[src/shared/cpu_core_pkg.sv]
// Constants and types shared by the CPU core register set and addressing.
// Assumes a combinational program memory and data memory read port.
package cpu_core_pkg;
  localparam logic [7:0] FLAGS_ADDR = 8'hF7;
  localparam logic [7:0] FLAGS_RESET = 8'h02;
  localparam logic [7:0] FLAGS_WR_MASK = 8'h17;
  localparam logic [7:0] REGS_RESET = 8'h00;
  localparam logic [15:0] PC_RESET = 16'h0000;
  localparam int GIE_BIT = 0;
  localparam int ZERO_BIT = 1;
  localparam int CARRY_BIT = 2;
  localparam int SUPER_BIT = 3;
  localparam int BANK_BIT = 4;
  localparam logic [7:0] OP_PUSH_A = 8'h08;
  localparam logic [7:0] OP_PUSH_X = 8'h10;
  localparam logic [7:0] OP_POP_A = 8'h18;
  localparam logic [7:0] OP_POP_X = 8'h20;
  localparam logic [7:0] OP_NOP = 8'h40;
  localparam logic [7:0] OP_ALU_END = 8'h38;
  localparam logic [7:0] OP_ADD_SP_IMM = 8'h38;
  localparam logic [7:0] OP_CMP_IMM = 8'h39;
  localparam logic [7:0] OP_CMP_DIR = 8'h3A;
  localparam logic [7:0] OP_CMP_IDX = 8'h3B;
  localparam logic [7:0] OP_MOV_A_IMM = 8'h50;
  localparam logic [7:0] OP_MOV_A_DIR = 8'h51;
  localparam logic [7:0] OP_MOV_A_IDX = 8'h52;
  localparam logic [7:0] OP_MOV_DIR_A = 8'h53;
  localparam logic [7:0] OP_MOV_X_IMM = 8'h57;
  localparam logic [7:0] OP_MOV_X_DIR = 8'h58;
  localparam logic [7:0] OP_MOV_X_IDX = 8'h59;
  localparam logic [7:0] OP_MOV_DIR_X = 8'h5A;
  localparam logic [7:0] OP_MOV_A_REG = 8'h5D;
  localparam logic [7:0] OP_MOV_A_REGX = 8'h5E;
  localparam logic [7:0] OP_MOV_REG_A = 8'h60;
  localparam logic [7:0] OP_MOV_REGX_A = 8'h61;
  localparam logic [7:0] OP_AND_F_IMM = 8'h70;
  localparam logic [7:0] OP_OR_F_IMM = 8'h71;
  localparam logic [2:0] MODE_IMM = 3'h1;
  localparam logic [2:0] MODE_DIR = 3'h2;
  localparam logic [2:0] MODE_IDX = 3'h3;
  localparam logic [2:0] MODE_DST = 3'h4;

  typedef enum logic [1:0] {ST_OPCODE, ST_OPERAND, ST_READ} state_t;

  typedef struct packed {
    logic rd;
    logic wr;
    logic reg_space;
    logic bank;
    logic [7:0] addr;
    logic [7:0] wdata;
  } mem_req_t;

  typedef struct packed {
    logic carry;
    logic zero;
    logic [7:0] value;
  } alu_res_t;
endpackage

[src/core/cpu_core_regs.sv]
// CPU core register set, flags and operand addressing for two-byte modes.
// Assumes program and data memories answer combinationally to the address.
module cpu_core_regs (
  input wire logic i_clk,
  input wire logic i_reset,
  input wire logic [7:0] i_pm_data,
  input wire logic [7:0] i_mem_rdata,
  input wire logic i_supervisor,
  output logic [15:0] o_pm_addr,
  output logic [7:0] o_mem_addr,
  output logic [7:0] o_mem_wdata,
  output logic o_mem_rd,
  output logic o_mem_wr,
  output logic o_mem_reg,
  output logic o_mem_bank,
  output logic [7:0] o_flags,
  output logic [7:0] o_acc,
  output logic [7:0] o_index,
  output logic [7:0] o_sp,
  output logic o_global_irq_enable
);
  cpu_core_pkg::state_t state_ff, nxt_state;
  logic [15:0] pc_ff, nxt_pc;
  logic [7:0] opc_ff, nxt_opc;
  logic [7:0] acc_ff, nxt_acc;
  logic [7:0] index_ff, nxt_index;
  logic [7:0] sp_ff, nxt_sp;
  logic [7:0] flags_ff, nxt_flags;
  cpu_core_pkg::mem_req_t mem_ff, nxt_mem;
  cpu_core_pkg::alu_res_t res;
  logic [7:0] src;
  logic [7:0] ea;

  // Operand fetch from data or register space; stores without a read are excluded.
  function automatic logic needs_read(input logic [7:0] op);
    logic mode_read;
    mode_read = (op[2:0] == cpu_core_pkg::MODE_DIR) ||
                (op[2:0] == cpu_core_pkg::MODE_IDX) ||
                (op[2:0] == cpu_core_pkg::MODE_DST);
    needs_read = ((op < cpu_core_pkg::OP_ALU_END) && mode_read) ||
                 (op == cpu_core_pkg::OP_CMP_DIR) ||
                 (op == cpu_core_pkg::OP_CMP_IDX) ||
                 (op == cpu_core_pkg::OP_MOV_A_DIR) ||
                 (op == cpu_core_pkg::OP_MOV_A_IDX) ||
                 (op == cpu_core_pkg::OP_MOV_X_DIR) ||
                 (op == cpu_core_pkg::OP_MOV_X_IDX) ||
                 (op == cpu_core_pkg::OP_MOV_A_REG) ||
                 (op == cpu_core_pkg::OP_MOV_A_REGX);
  endfunction

  function automatic logic is_indexed(input logic [7:0] op);
    is_indexed = ((op < cpu_core_pkg::OP_ALU_END) &&
                  (op[2:0] == cpu_core_pkg::MODE_IDX)) ||
                 (op == cpu_core_pkg::OP_CMP_IDX) ||
                 (op == cpu_core_pkg::OP_MOV_A_IDX) ||
                 (op == cpu_core_pkg::OP_MOV_X_IDX) ||
                 (op == cpu_core_pkg::OP_MOV_A_REGX) ||
                 (op == cpu_core_pkg::OP_MOV_REGX_A);
  endfunction

  function automatic logic is_reg_space(input logic [7:0] op);
    is_reg_space = (op == cpu_core_pkg::OP_MOV_A_REG) ||
                   (op == cpu_core_pkg::OP_MOV_A_REGX) ||
                   (op == cpu_core_pkg::OP_MOV_REG_A) ||
                   (op == cpu_core_pkg::OP_MOV_REGX_A);
  endfunction

  // Logic operations pass carry through so only zero changes for them.
  function automatic cpu_core_pkg::alu_res_t alu(input logic [2:0] grp,
      input logic [7:0] a, input logic [7:0] b, input logic cin);
    logic [8:0] s;
    cpu_core_pkg::alu_res_t r;
    s = {1'b0, a};
    case (grp)
      3'h0: s = {1'b0, a} + {1'b0, b};
      3'h1: s = {1'b0, a} + {1'b0, b} + {8'h00, cin};
      3'h2: s = {1'b0, a} - {1'b0, b};
      3'h3: s = {1'b0, a} - {1'b0, b} - {8'h00, cin};
      3'h4: s = {cin, a & b};
      3'h5: s = {cin, a | b};
      3'h6: s = {cin, a ^ b};
      default: s = {cin, a};
    endcase
    r.carry = s[8];
    r.value = s[7:0];
    r.zero = (s[7:0] == 8'h00);
    alu = r;
  endfunction

  always_comb begin
    src = (state_ff == cpu_core_pkg::ST_READ) ? i_mem_rdata : i_pm_data;
    if (state_ff == cpu_core_pkg::ST_READ && mem_ff.reg_space &&
        mem_ff.addr == cpu_core_pkg::FLAGS_ADDR) begin
      src = flags_ff;
    end
    ea = is_indexed(opc_ff) ? i_pm_data + index_ff : i_pm_data;
    // Destination forms take the stored byte first, so subtraction is
    // memory minus accumulator as the operand order demands.
    if (opc_ff[2:0] == cpu_core_pkg::MODE_DST) begin
      res = alu(opc_ff[5:3], src, acc_ff, flags_ff[cpu_core_pkg::CARRY_BIT]);
    end else begin
      res = alu(opc_ff[5:3], acc_ff, src, flags_ff[cpu_core_pkg::CARRY_BIT]);
    end
    nxt_state = state_ff;
    nxt_pc = pc_ff;
    nxt_opc = opc_ff;
    nxt_acc = acc_ff;
    nxt_index = index_ff;
    nxt_sp = sp_ff;
    nxt_flags = flags_ff;
    nxt_mem = '0;
    nxt_mem.bank = flags_ff[cpu_core_pkg::BANK_BIT];
    case (state_ff)
      cpu_core_pkg::ST_OPCODE: begin
        nxt_opc = i_pm_data;
        nxt_pc = pc_ff + 16'h0001;
        nxt_state = cpu_core_pkg::ST_OPERAND;
        if (i_pm_data == cpu_core_pkg::OP_PUSH_A ||
            i_pm_data == cpu_core_pkg::OP_PUSH_X) begin
          nxt_state = cpu_core_pkg::ST_OPCODE;
          nxt_mem.wr = 1'b1;
          nxt_mem.addr = sp_ff;
          nxt_mem.wdata = (i_pm_data == cpu_core_pkg::OP_PUSH_A) ?
                          acc_ff : index_ff;
          nxt_sp = sp_ff + 8'h01;
        end else if (i_pm_data == cpu_core_pkg::OP_POP_A ||
                     i_pm_data == cpu_core_pkg::OP_POP_X) begin
          nxt_state = cpu_core_pkg::ST_READ;
          nxt_mem.rd = 1'b1;
          nxt_mem.addr = sp_ff - 8'h01;
          nxt_sp = sp_ff - 8'h01;
        end else if (i_pm_data == cpu_core_pkg::OP_NOP) begin
          nxt_state = cpu_core_pkg::ST_OPCODE;
        end
      end
      cpu_core_pkg::ST_OPERAND: begin
        nxt_pc = pc_ff + 16'h0001;
        nxt_state = cpu_core_pkg::ST_OPCODE;
        if (needs_read(opc_ff)) begin
          nxt_state = cpu_core_pkg::ST_READ;
          nxt_mem.rd = 1'b1;
          nxt_mem.addr = ea;
          nxt_mem.reg_space = is_reg_space(opc_ff);
        end else if (opc_ff < cpu_core_pkg::OP_ALU_END &&
                     opc_ff[2:0] == cpu_core_pkg::MODE_IMM) begin
          nxt_acc = res.value;
          nxt_flags[cpu_core_pkg::ZERO_BIT] = res.zero;
          nxt_flags[cpu_core_pkg::CARRY_BIT] = res.carry;
        end else begin
          case (opc_ff)
            cpu_core_pkg::OP_CMP_IMM: begin
              nxt_flags[cpu_core_pkg::ZERO_BIT] = (acc_ff == i_pm_data);
              nxt_flags[cpu_core_pkg::CARRY_BIT] = (acc_ff < i_pm_data);
            end
            cpu_core_pkg::OP_ADD_SP_IMM: nxt_sp = sp_ff + i_pm_data;
            cpu_core_pkg::OP_MOV_A_IMM: begin
              nxt_acc = i_pm_data;
              nxt_flags[cpu_core_pkg::ZERO_BIT] = (i_pm_data == 8'h00);
            end
            cpu_core_pkg::OP_MOV_X_IMM: nxt_index = i_pm_data;
            cpu_core_pkg::OP_AND_F_IMM: begin
              nxt_flags = flags_ff &
                          (i_pm_data | ~cpu_core_pkg::FLAGS_WR_MASK);
            end
            cpu_core_pkg::OP_OR_F_IMM: begin
              nxt_flags = flags_ff |
                          (i_pm_data & cpu_core_pkg::FLAGS_WR_MASK);
            end
            cpu_core_pkg::OP_MOV_DIR_A, cpu_core_pkg::OP_MOV_DIR_X,
            cpu_core_pkg::OP_MOV_REG_A, cpu_core_pkg::OP_MOV_REGX_A: begin
              nxt_mem.wr = 1'b1;
              nxt_mem.addr = ea;
              nxt_mem.reg_space = is_reg_space(opc_ff);
              nxt_mem.wdata = (opc_ff == cpu_core_pkg::OP_MOV_DIR_X) ?
                              index_ff : acc_ff;
            end
            default: nxt_state = cpu_core_pkg::ST_OPCODE;
          endcase
        end
      end
      cpu_core_pkg::ST_READ: begin
        nxt_state = cpu_core_pkg::ST_OPCODE;
        if ((opc_ff < cpu_core_pkg::OP_ALU_END &&
             opc_ff > cpu_core_pkg::OP_POP_X) ||
            (opc_ff < cpu_core_pkg::OP_ALU_END &&
                opc_ff[2:0] != cpu_core_pkg::MODE_IMM &&
                opc_ff[2:0] != 3'h0)) begin
          nxt_flags[cpu_core_pkg::ZERO_BIT] = res.zero;
          nxt_flags[cpu_core_pkg::CARRY_BIT] = res.carry;
          if (opc_ff[2:0] == cpu_core_pkg::MODE_DST) begin
            nxt_mem.wr = 1'b1;
            nxt_mem.addr = mem_ff.addr;
            nxt_mem.wdata = res.value;
          end else begin
            nxt_acc = res.value;
          end
        end else begin
          case (opc_ff)
            cpu_core_pkg::OP_CMP_DIR, cpu_core_pkg::OP_CMP_IDX: begin
              nxt_flags[cpu_core_pkg::ZERO_BIT] = (acc_ff == src);
              nxt_flags[cpu_core_pkg::CARRY_BIT] = (acc_ff < src);
            end
            cpu_core_pkg::OP_MOV_A_DIR, cpu_core_pkg::OP_MOV_A_IDX,
            cpu_core_pkg::OP_MOV_A_REG, cpu_core_pkg::OP_MOV_A_REGX,
            cpu_core_pkg::OP_POP_A: begin
              nxt_acc = src;
              nxt_flags[cpu_core_pkg::ZERO_BIT] = (src == 8'h00);
            end
            cpu_core_pkg::OP_MOV_X_DIR, cpu_core_pkg::OP_MOV_X_IDX,
            cpu_core_pkg::OP_POP_X: nxt_index = src;
            default: nxt_index = index_ff;
          endcase
        end
      end
      default: nxt_state = cpu_core_pkg::ST_OPCODE;
    endcase
  end

  // Program fetch and data access use separate ports.
  always_ff @(posedge i_clk or posedge i_reset) begin
    if (i_reset) begin
      state_ff <= cpu_core_pkg::ST_OPCODE;
      pc_ff <= cpu_core_pkg::PC_RESET;
      opc_ff <= cpu_core_pkg::REGS_RESET;
    end else begin
      state_ff <= nxt_state;
      pc_ff <= nxt_pc;
      opc_ff <= nxt_opc;
    end
  end

  // Core registers have no address decode, so stores cannot reach them.
  always_ff @(posedge i_clk or posedge i_reset) begin
    if (i_reset) begin
      acc_ff <= cpu_core_pkg::REGS_RESET;
      index_ff <= cpu_core_pkg::REGS_RESET;
      sp_ff <= cpu_core_pkg::REGS_RESET;
    end else begin
      acc_ff <= nxt_acc;
      index_ff <= nxt_index;
      sp_ff <= nxt_sp;
    end
  end

  // Supervisor state follows the core mode input, not any write.
  always_ff @(posedge i_clk or posedge i_reset) begin
    if (i_reset) begin
      flags_ff <= cpu_core_pkg::FLAGS_RESET;
    end else begin
      flags_ff <= nxt_flags & cpu_core_pkg::FLAGS_WR_MASK;
      flags_ff[cpu_core_pkg::SUPER_BIT] <= i_supervisor;
    end
  end

  always_ff @(posedge i_clk or posedge i_reset) begin
    if (i_reset) begin
      mem_ff <= '0;
    end else begin
      mem_ff <= nxt_mem;
    end
  end

  assign o_pm_addr = pc_ff;
  assign o_mem_addr = mem_ff.addr;
  assign o_mem_wdata = mem_ff.wdata;
  assign o_mem_rd = mem_ff.rd;
  assign o_mem_wr = mem_ff.wr;
  assign o_mem_reg = mem_ff.reg_space;
  assign o_mem_bank = mem_ff.bank;
  assign o_flags = flags_ff;
  assign o_acc = acc_ff;
  assign o_index = index_ff;
  assign o_sp = sp_ff;
  assign o_global_irq_enable = flags_ff[cpu_core_pkg::GIE_BIT];

  a_operand_pc_step: assert property (
    @(posedge i_clk) disable iff (i_reset)
    state_ff == cpu_core_pkg::ST_OPERAND |=>
      pc_ff == $past(pc_ff) + 16'h0001 &&
      state_ff != cpu_core_pkg::ST_OPERAND)
    else $error("Operand byte did not advance the counter by one.");
  a_flags_reserved: assert property (
    @(posedge i_clk) disable iff (i_reset)
    flags_ff[7:5] == 3'h0)
    else $error("Reserved flag bits are not zero.");
  a_super_tracks: assert property (
    @(posedge i_clk) disable iff (i_reset)
    1'b1 |=> flags_ff[cpu_core_pkg::SUPER_BIT] == $past(i_supervisor))
    else $error("Supervisor bit does not follow core mode.");
  a_store_keeps_flags: assert property (
    @(posedge i_clk) disable iff (i_reset)
    state_ff == cpu_core_pkg::ST_OPERAND &&
    opc_ff == cpu_core_pkg::OP_MOV_REG_A |=>
      (flags_ff & cpu_core_pkg::FLAGS_WR_MASK) ==
      ($past(flags_ff) & cpu_core_pkg::FLAGS_WR_MASK))
    else $error("Register-space store changed the flags.");
  a_imm_add_acc: assert property (
    @(posedge i_clk) disable iff (i_reset)
    state_ff == cpu_core_pkg::ST_OPERAND && opc_ff == 8'h01 |=>
      acc_ff == 8'($past(acc_ff) + $past(i_pm_data)))
    else $error("Immediate add result missing from accumulator.");
  a_indexed_addr: assert property (
    @(posedge i_clk) disable iff (i_reset)
    state_ff == cpu_core_pkg::ST_OPERAND && opc_ff == 8'h03 |=>
      o_mem_rd && o_mem_addr == 8'($past(i_pm_data) + $past(index_ff)))
    else $error("Indexed source address is not operand plus index.");
  a_direct_addr: assert property (
    @(posedge i_clk) disable iff (i_reset)
    state_ff == cpu_core_pkg::ST_OPERAND && opc_ff == 8'h02 |=>
      o_mem_rd && !o_mem_reg && o_mem_addr == $past(i_pm_data))
    else $error("Direct source address is not the operand.");
  a_dest_write: assert property (
    @(posedge i_clk) disable iff (i_reset)
    state_ff == cpu_core_pkg::ST_READ && opc_ff == 8'h04 |=>
      o_mem_wr && o_mem_addr == $past(o_mem_addr) && acc_ff == $past(acc_ff))
    else $error("Destination write missing or accumulator disturbed.");
  a_push_sp: assert property (
    @(posedge i_clk) disable iff (i_reset)
    state_ff == cpu_core_pkg::ST_OPCODE && i_pm_data == 8'h08 |=>
      o_mem_wr && sp_ff == 8'($past(sp_ff) + 8'h01))
    else $error("Push did not store and raise the stack pointer.");
  a_bank_select: assert property (
    @(posedge i_clk) disable iff (i_reset)
    o_mem_rd |-> o_mem_bank == $past(flags_ff[cpu_core_pkg::BANK_BIT]))
    else $error("Bank output does not match the bank flag.");
  a_flags_readback: assert property (
    @(posedge i_clk) disable iff (i_reset)
    state_ff == cpu_core_pkg::ST_READ && opc_ff == 8'h5D &&
    o_mem_addr == 8'hF7 |=> acc_ff == $past(flags_ff))
    else $error("Flags address read did not return the flags.");
endmodule

[config.mk]
export PLATFORM = sky130hd
export DESIGN_NAME = cpu_core_regs
export DESIGN_NICKNAME = d
export VERILOG_FILES = /design/src/shared/cpu_core_pkg.sv /design/src/core/cpu_core_regs.sv
export SDC_FILE = /design/constraint.sdc
export NUM_CORES = 1
export LEC_CHECK = 0
export ABC_AREA = 1
export ABC_CLOCK_PERIOD_IN_PS = 9900
export BUFFER_PORTS_ARGS = -buffer_cell sky130_fd_sc_hd__buf_4
export CAP_MARGIN = 20
export CORE_MARGIN = 10
export CORE_UTILIZATION = 35
export CTS_BUF_LIST = sky130_fd_sc_hd__clkbuf_16
export CTS_CLUSTER_SIZE = 16
export DETAILED_ROUTE_END_ITERATION = 8
export PLACE_DENSITY = 0.61
export SYNTH_ARGS = -nofsm -noshare
export SYNTH_HDL_FRONTEND = slang
export SYNTH_SLANG_ARGS = --single-unit
[constraint.sdc]
create_clock -name i_clk -period 9.9 [get_ports i_clk]
set_input_delay 0.495 -clock i_clk [delete_from_list [all_inputs] [get_ports i_clk]]
set_output_delay 0.495 -clock i_clk [all_outputs]
set_load 0.02 [all_outputs]
### Yosys cells after proc, flatten, opt, wreduce, memory -nomap -nowiden

Index checks and enable logic that the tools add are counted.

| cells by class | value |
|---|---|
| reduce and logical (&&, ||, !) cells | 50 |
| equality and inequality tests | 55 |
| muxes and demuxes | 68 |
| magnitude comparators | 4 |
| bitwise gates (word level) | 7 |
| add/sub/neg operators | 11 |

Operators by type and width:

| cell | count |
|---|---|
| 2-to-1 mux 8 bit | 26 |
| case mux 9 bit (7 select lines) | 2 |
| == test 8 x 7 -> 1 bit (second input constant) | 15 |
| 2-to-1 mux 16 bit | 4 |
| == test 8 x 6 -> 1 bit (second input constant) | 6 |
| case mux 16 bit (3 select lines) | 1 |
| case mux 8 bit (2 select lines) | 3 |
| zero test 8 bit | 4 |
| == test 8 x 5 -> 1 bit (second input constant) | 3 |
| logical OR 1 bit | 21 |
| 2-to-1 mux 9 bit | 2 |
| subtractor 8 x 8 -> 9 bit | 2 |
| subtractor 9 x 1 -> 9 bit | 2 |
| adder 16 x 1 -> 16 bit (second input constant) | 1 |
| adder 8 bit | 2 |
| == test 8 bit | 2 |
| less-than comparator 8 bit | 2 |
| 2-to-1 mux 2 bit | 7 |
| == test 3 x 2 -> 1 bit (second input constant) | 4 |
| == test 3 bit (second input constant) | 4 |
| 2-to-1 mux 1 bit | 12 |
| AND reduction 4 bit | 3 |
| 2-to-1 mux 10 bit | 1 |
| case mux 5 bit (2 select lines) | 1 |
| other kinds (41) | 65 |

| storage, ports and cells | value |
|---|---|
| bits in registers | 75 |
| input bits | 19 |

### Depth between registers and ports, before layout

| depth | value |
|---|---|
| word-level depth | 14 |
| mapped depth | 30 |
| gate-level depth less buffers | 28 |

### Worst setup path before layout

Ideal clock, no wire load.

| path | value |
|---|---|
| path type | register to register |
| from | register, netlist name o_mem_rd |
| to | register flags_ff[1], in the netlist o_flags[1] |
| path buffers | 2 |
| slack | 6.303 ns |
| clock period less this slack | 3.597 ns |
| cell stages (with the launch flop) | 30 |
| data arrival time | 3.524 ns |
| path through | dfrtp_1 ha_1 buf_4 nand2_1 nor2_2 nand3_2 buf_6 nand2_1 o21ai_2 inv_1 ha_1 inv_1 fa_1 inv_1 ha_1 inv_1 nor2_1 nor2_1 nand3_1 nand2_1 nand3_1 nor2_1 nand2_1 nor2_1 nand2_1 nor2_1 nand2_1 nand2_1 nand2_1 a21oi_1 |

RTL lines:

| what | line | RTL |
|---|---|---|
| end signal: assignment | cpu_core_regs.sv:248 | `flags_ff <= cpu_core_pkg::FLAGS_RESET;` |
| end signal: assignment | cpu_core_regs.sv:250 | `flags_ff <= nxt_flags & cpu_core_pkg::FLAGS_WR_MASK;` |
| end signal: indexed assignment | cpu_core_regs.sv:251 | `flags_ff[cpu_core_pkg::SUPER_BIT] <= i_supervisor;` |
| end: declaration | cpu_core_regs.sv:28 | `logic [7:0] flags_ff, nxt_flags;` |

### Worst setup path after layout

| path | value |
|---|---|
| from | register state_ff[0] |
| to | register flags_ff[2], in the netlist o_flags[2] |

| between the ends | value |
|---|---|
| longest elaborated chain between the ends | 12 |
| elaborated cells between the ends (all ways) | 28 |
| classes of those cells | add/sub: 6; order compare: 1; eq/ne: 5; mux: 12; reduce/logical: 4 |

RTL lines:

| what | line | RTL |
|---|---|---|
| start: declaration | cpu_core_regs.sv:22 | `cpu_core_pkg::state_t state_ff, nxt_state;` |
| start signal: assignment | cpu_core_regs.sv:222 | `state_ff <= cpu_core_pkg::ST_OPCODE;` |
| start signal: assignment | cpu_core_regs.sv:226 | `state_ff <= nxt_state;` |
| == test 2 bit | cpu_core_regs.sv:91, cpu_core_regs.sv:92, cpu_core_regs.sv:113 |  |
| logical AND 1 bit (2 in a row) | cpu_core_regs.sv:92 | `if (state_ff == cpu_core_pkg::ST_READ && mem_ff.reg_space &&` |
| 2-to-1 mux 8 bit | cpu_core_regs.sv:92 |  |
| subtractor 8 x 8 -> 9 bit or adder 8 x 8 -> 9 bit (tied branches) | - |  |
| subtractor 9 x 1 -> 9 bit or adder 9 x 1 -> 9 bit (tied branches) | cpu_core_regs.sv:78, cpu_core_regs.sv:76 |  |
| case mux 9 bit (7 select lines) | cpu_core_regs.sv:74 | `case (grp)` |
| 2-to-1 mux 9 bit | cpu_core_regs.sv:99 | `if (opc_ff[2:0] == cpu_core_pkg::MODE_DST) begin` |
| 2-to-1 mux 10 bit | cpu_core_regs.sv:99 |  |
| 2-to-1 mux 2 bit | cpu_core_regs.sv:144 | `end else if (opc_ff < cpu_core_pkg::OP_ALU_END &&` |
| 2-to-1 mux 3 bit | cpu_core_regs.sv:139 | `if (needs_read(opc_ff)) begin` |
| case mux 2 bit (2 select lines) | cpu_core_regs.sv:113 | `case (state_ff)` |

Parallel ways exist; a longest one is shown, timed or not. The select of a mux whose other input is x is not followed.
A chain may end at the register's enable or synchronous reset.

==> metrics.txt <==
setup violators final 0; Least-Margin Pin Slew 1.085 ns; total power 3.460 mW; Resized Gates After CTS 0; Reg2Reg Depth 23; DP Wirelength 24,820 um; clock sink count 74; r2r setup slk 4.91 ns; Post-Synth Adder-Cell Area 11.63%; Die Height 174.9 um; synthesized cell area 8394 um^2; Worst Path Required 10.16 ns; yosys warns 0; Critical Path Most Common Cell inv_1; # IOs 88; clk root buf clkbuf_16; clock buffer count from CTS 9; DRC viols 0; share of cells above drive strength 1 13.71%; Setup Buffers After CTS 0; Mean Syn Cell Area 6.563 um^2; Placed Cells 1,652; CORE AREA 23,540 um^2; largest net degree at the start of global routing 75; Max H-tree Level 3; first-pass GRT wire length 49,450 um; most common cell in the netlist nand2_1; Overflow after GRT 0; Cell Chain, Critical Path inv_1, ha_1, nand2_1, nor2_2, nand3_2, o21ai_2, inv_1, ha_1, inv_1, fa_1, inv_1, ha_1, inv_1, nor2_1, nand3_1, nor2_1, nand2_1, nor3_2, a21oi_1, nand3b_1, nand3_1, nand2_1, a21oi_1; Netlist cell types 64; worst-skew pair later-pin latency 0.35 ns; CTS tree built; Routed WL per cell 18.73 um; GR Util All Layers 20.05%; layout filler cell count 2,560; initial antenna violation count 0; Synth area leader dfrtp_1; Reg-to-Reg End o_flags[2]; Final Hold Fails 0; Worst Setup End Kind register; Mapped Cells 1,279; Post-synth top cells 312 x nand2_1, 147 x inv_1, 130 x nor2_1; Hold Path Depth 1; XOR/XNOR Fraction of Synth Area 3.756%; Compound-Gate Fraction of Synth Area 15.31%; share of the synthesized area in the top cell type 21.76%; routed wire length 31,250 um; status finished, final reports clean; fin. max-slew vios 0; Min-Delay Startpoint i_supervisor; Worst path max stage delay 0.68 ns; Critical Path Start Type register; RR Startpoint state_ff[0]; WS Path Type reg -> reg; post-synthesis mux area share 0.4919%; number of routed nets with antenna violations 0; largest cells by area after synthesis dfrtp_1 22%, nand2_1 14%, ha_1 10%, nand3_1 7.3%, inv_1 6.6%; 1st-pass router iterations 5; largest family of logic cells by synthesized area simple AND/OR/NAND/NOR gates; Largest register FFs 16; CP max stage cell ha_1; fraction of registers with async set/reset 100.0%; Yosys reg bits 74; met2 WL 13,900 um; drt first-iter violations 1,071; area grow syn2layout 13.36%; final core occ 40.42%; register area share after synthesis 22.07%; die area 30,580 um^2; leakage power 4.823 nW; worst-case clock buffer depth 2; hold_buf cts 0; crit-path max FO 19; Tcrit/Tclk final 50.36%; Via Count 9,146; row count 56; non-filler cells, final 1,668; DIE WIDTH 174.9 um; Slew headroom 27.40%; Hold WC Path Type in -> reg; RSZ-0062 raised after global routing false; Routability Congestion 0.9473; Top Metal Used met4; ant diodes 0; fin crit period 4.986 ns; Power Dens Cells 363.6 nW/um^2; Worst-path clk slew 0.06 ns; Worst Skew 0.005666 ns; WL met3 2396 um; Peak VDD IR 180.9 uV; Fmax 200.6 MHz; DRT met1 WL 14,240 um; Post-Route Setup TNS 0 ns; EDFF count, synth 0; nets 1,438; CP bufs+invs 5; cell family with most CP delay simple AND/OR/NAND/NOR gates; Hold EP o_flags[3]; endpoint arrival time on the critical path 5.25 ns; maxcap violations 0; vias per cell 5.483; vias in the first global route 8,617; Synth Area in Simple Gates 36.92%; Synth Flop Type dfrtp_1; Initial Util 35.66%; port bufs 84
==> per-layer routing <==
metal / up-vias / global-route usage, %
met2: 416 / 31.27
met4: 0 / 5.510
met5: - / 0
met1: 4296 / 27.65
met3: 51 / 3.708
li1: 4383 / -
==> layout make-up <==
| cell class | instances | area, um^2 | share of cell area, % |
|---|---|---|---|
| clock buffer | 9 | 225.2 | 2.367 |
| clock inverter | 7 | 46.29 | 0.4865 |
| inverter | 163 | 618.1 | 6.496 |
| multi-input combinational | 1010 | 5728 | 60.20 |
| sequential | 74 | 1853 | 19.47 |
| tap | 319 | 399.1 | 4.195 |
| timing repair buffer | 86 | 645.6 | 6.785 |
==> logic make-up after synthesis <==
kind of cell,Yosys count
AOI/OAI and AO/OA,213
xor gates and xnor gates,36
adders and majority gates,75
buffers and inverters,197
DFF,74
muxes,4
other,1
and+or+nand+nor,679
==> stage by stage <==
step / worst slack [ns] / instance area (um^2) / hold WS [ns]
after global placement: 5.234 / 9244 / 0.4647
final: 4.914 / 9515 / 0.2539
after detailed placement: 5.028 / 9244 / 0.4691
after global routing: 4.567 / 9515 / 0.2382
after CTS: 5.016 / 9515 / 0.2484
after floorplan: 6.303 / 8402 / 0.4246
==> where the power goes <==
| part | switching, mW | internal (mW) | total (mW) | leakage [nW] |
|---|---|---|---|---|
| clock network | 0.143 | 0.169 | 0.312 | 0.139 |
| registers | 0.201 | 0.411 | 0.613 | 0.929 |
| logic | 1.72 | 0.816 | 2.54 | 3.76 |
| total | 2.06 | 1.40 | 3.46 | 4.82 |
==> layout by cell type, fill, tap and decap left out, drive strengths merged, types with 23 or more instances in the layout <==
cell type and count:
ha 70, nand2 336, nor3 29, nand3 127, o21ai 78, inv 161, buf 86, dfrtp 73
nor2 145, xor2 23, nand4 28, a21oi 64
==> how the worst max path moves through the flow <==
stage / startpoint / end / slack [ns] / cells past startpoint
finish: state_ff[0] / o_flags[2] / 4.91 / 23
floorplan: o_mem_rd / o_flags[1] / 6.30 / 29
detailed placement: state_ff[0] / o_flags[2] / 5.03 / 23
global route: state_ff[0] / o_flags[2] / 4.57 / 23
CTS: state_ff[0] / o_flags[2] / 5.02 / 23
global placement: state_ff[0] / o_flags[2] / 5.23 / 23
(Power assumes the default switching activity.)
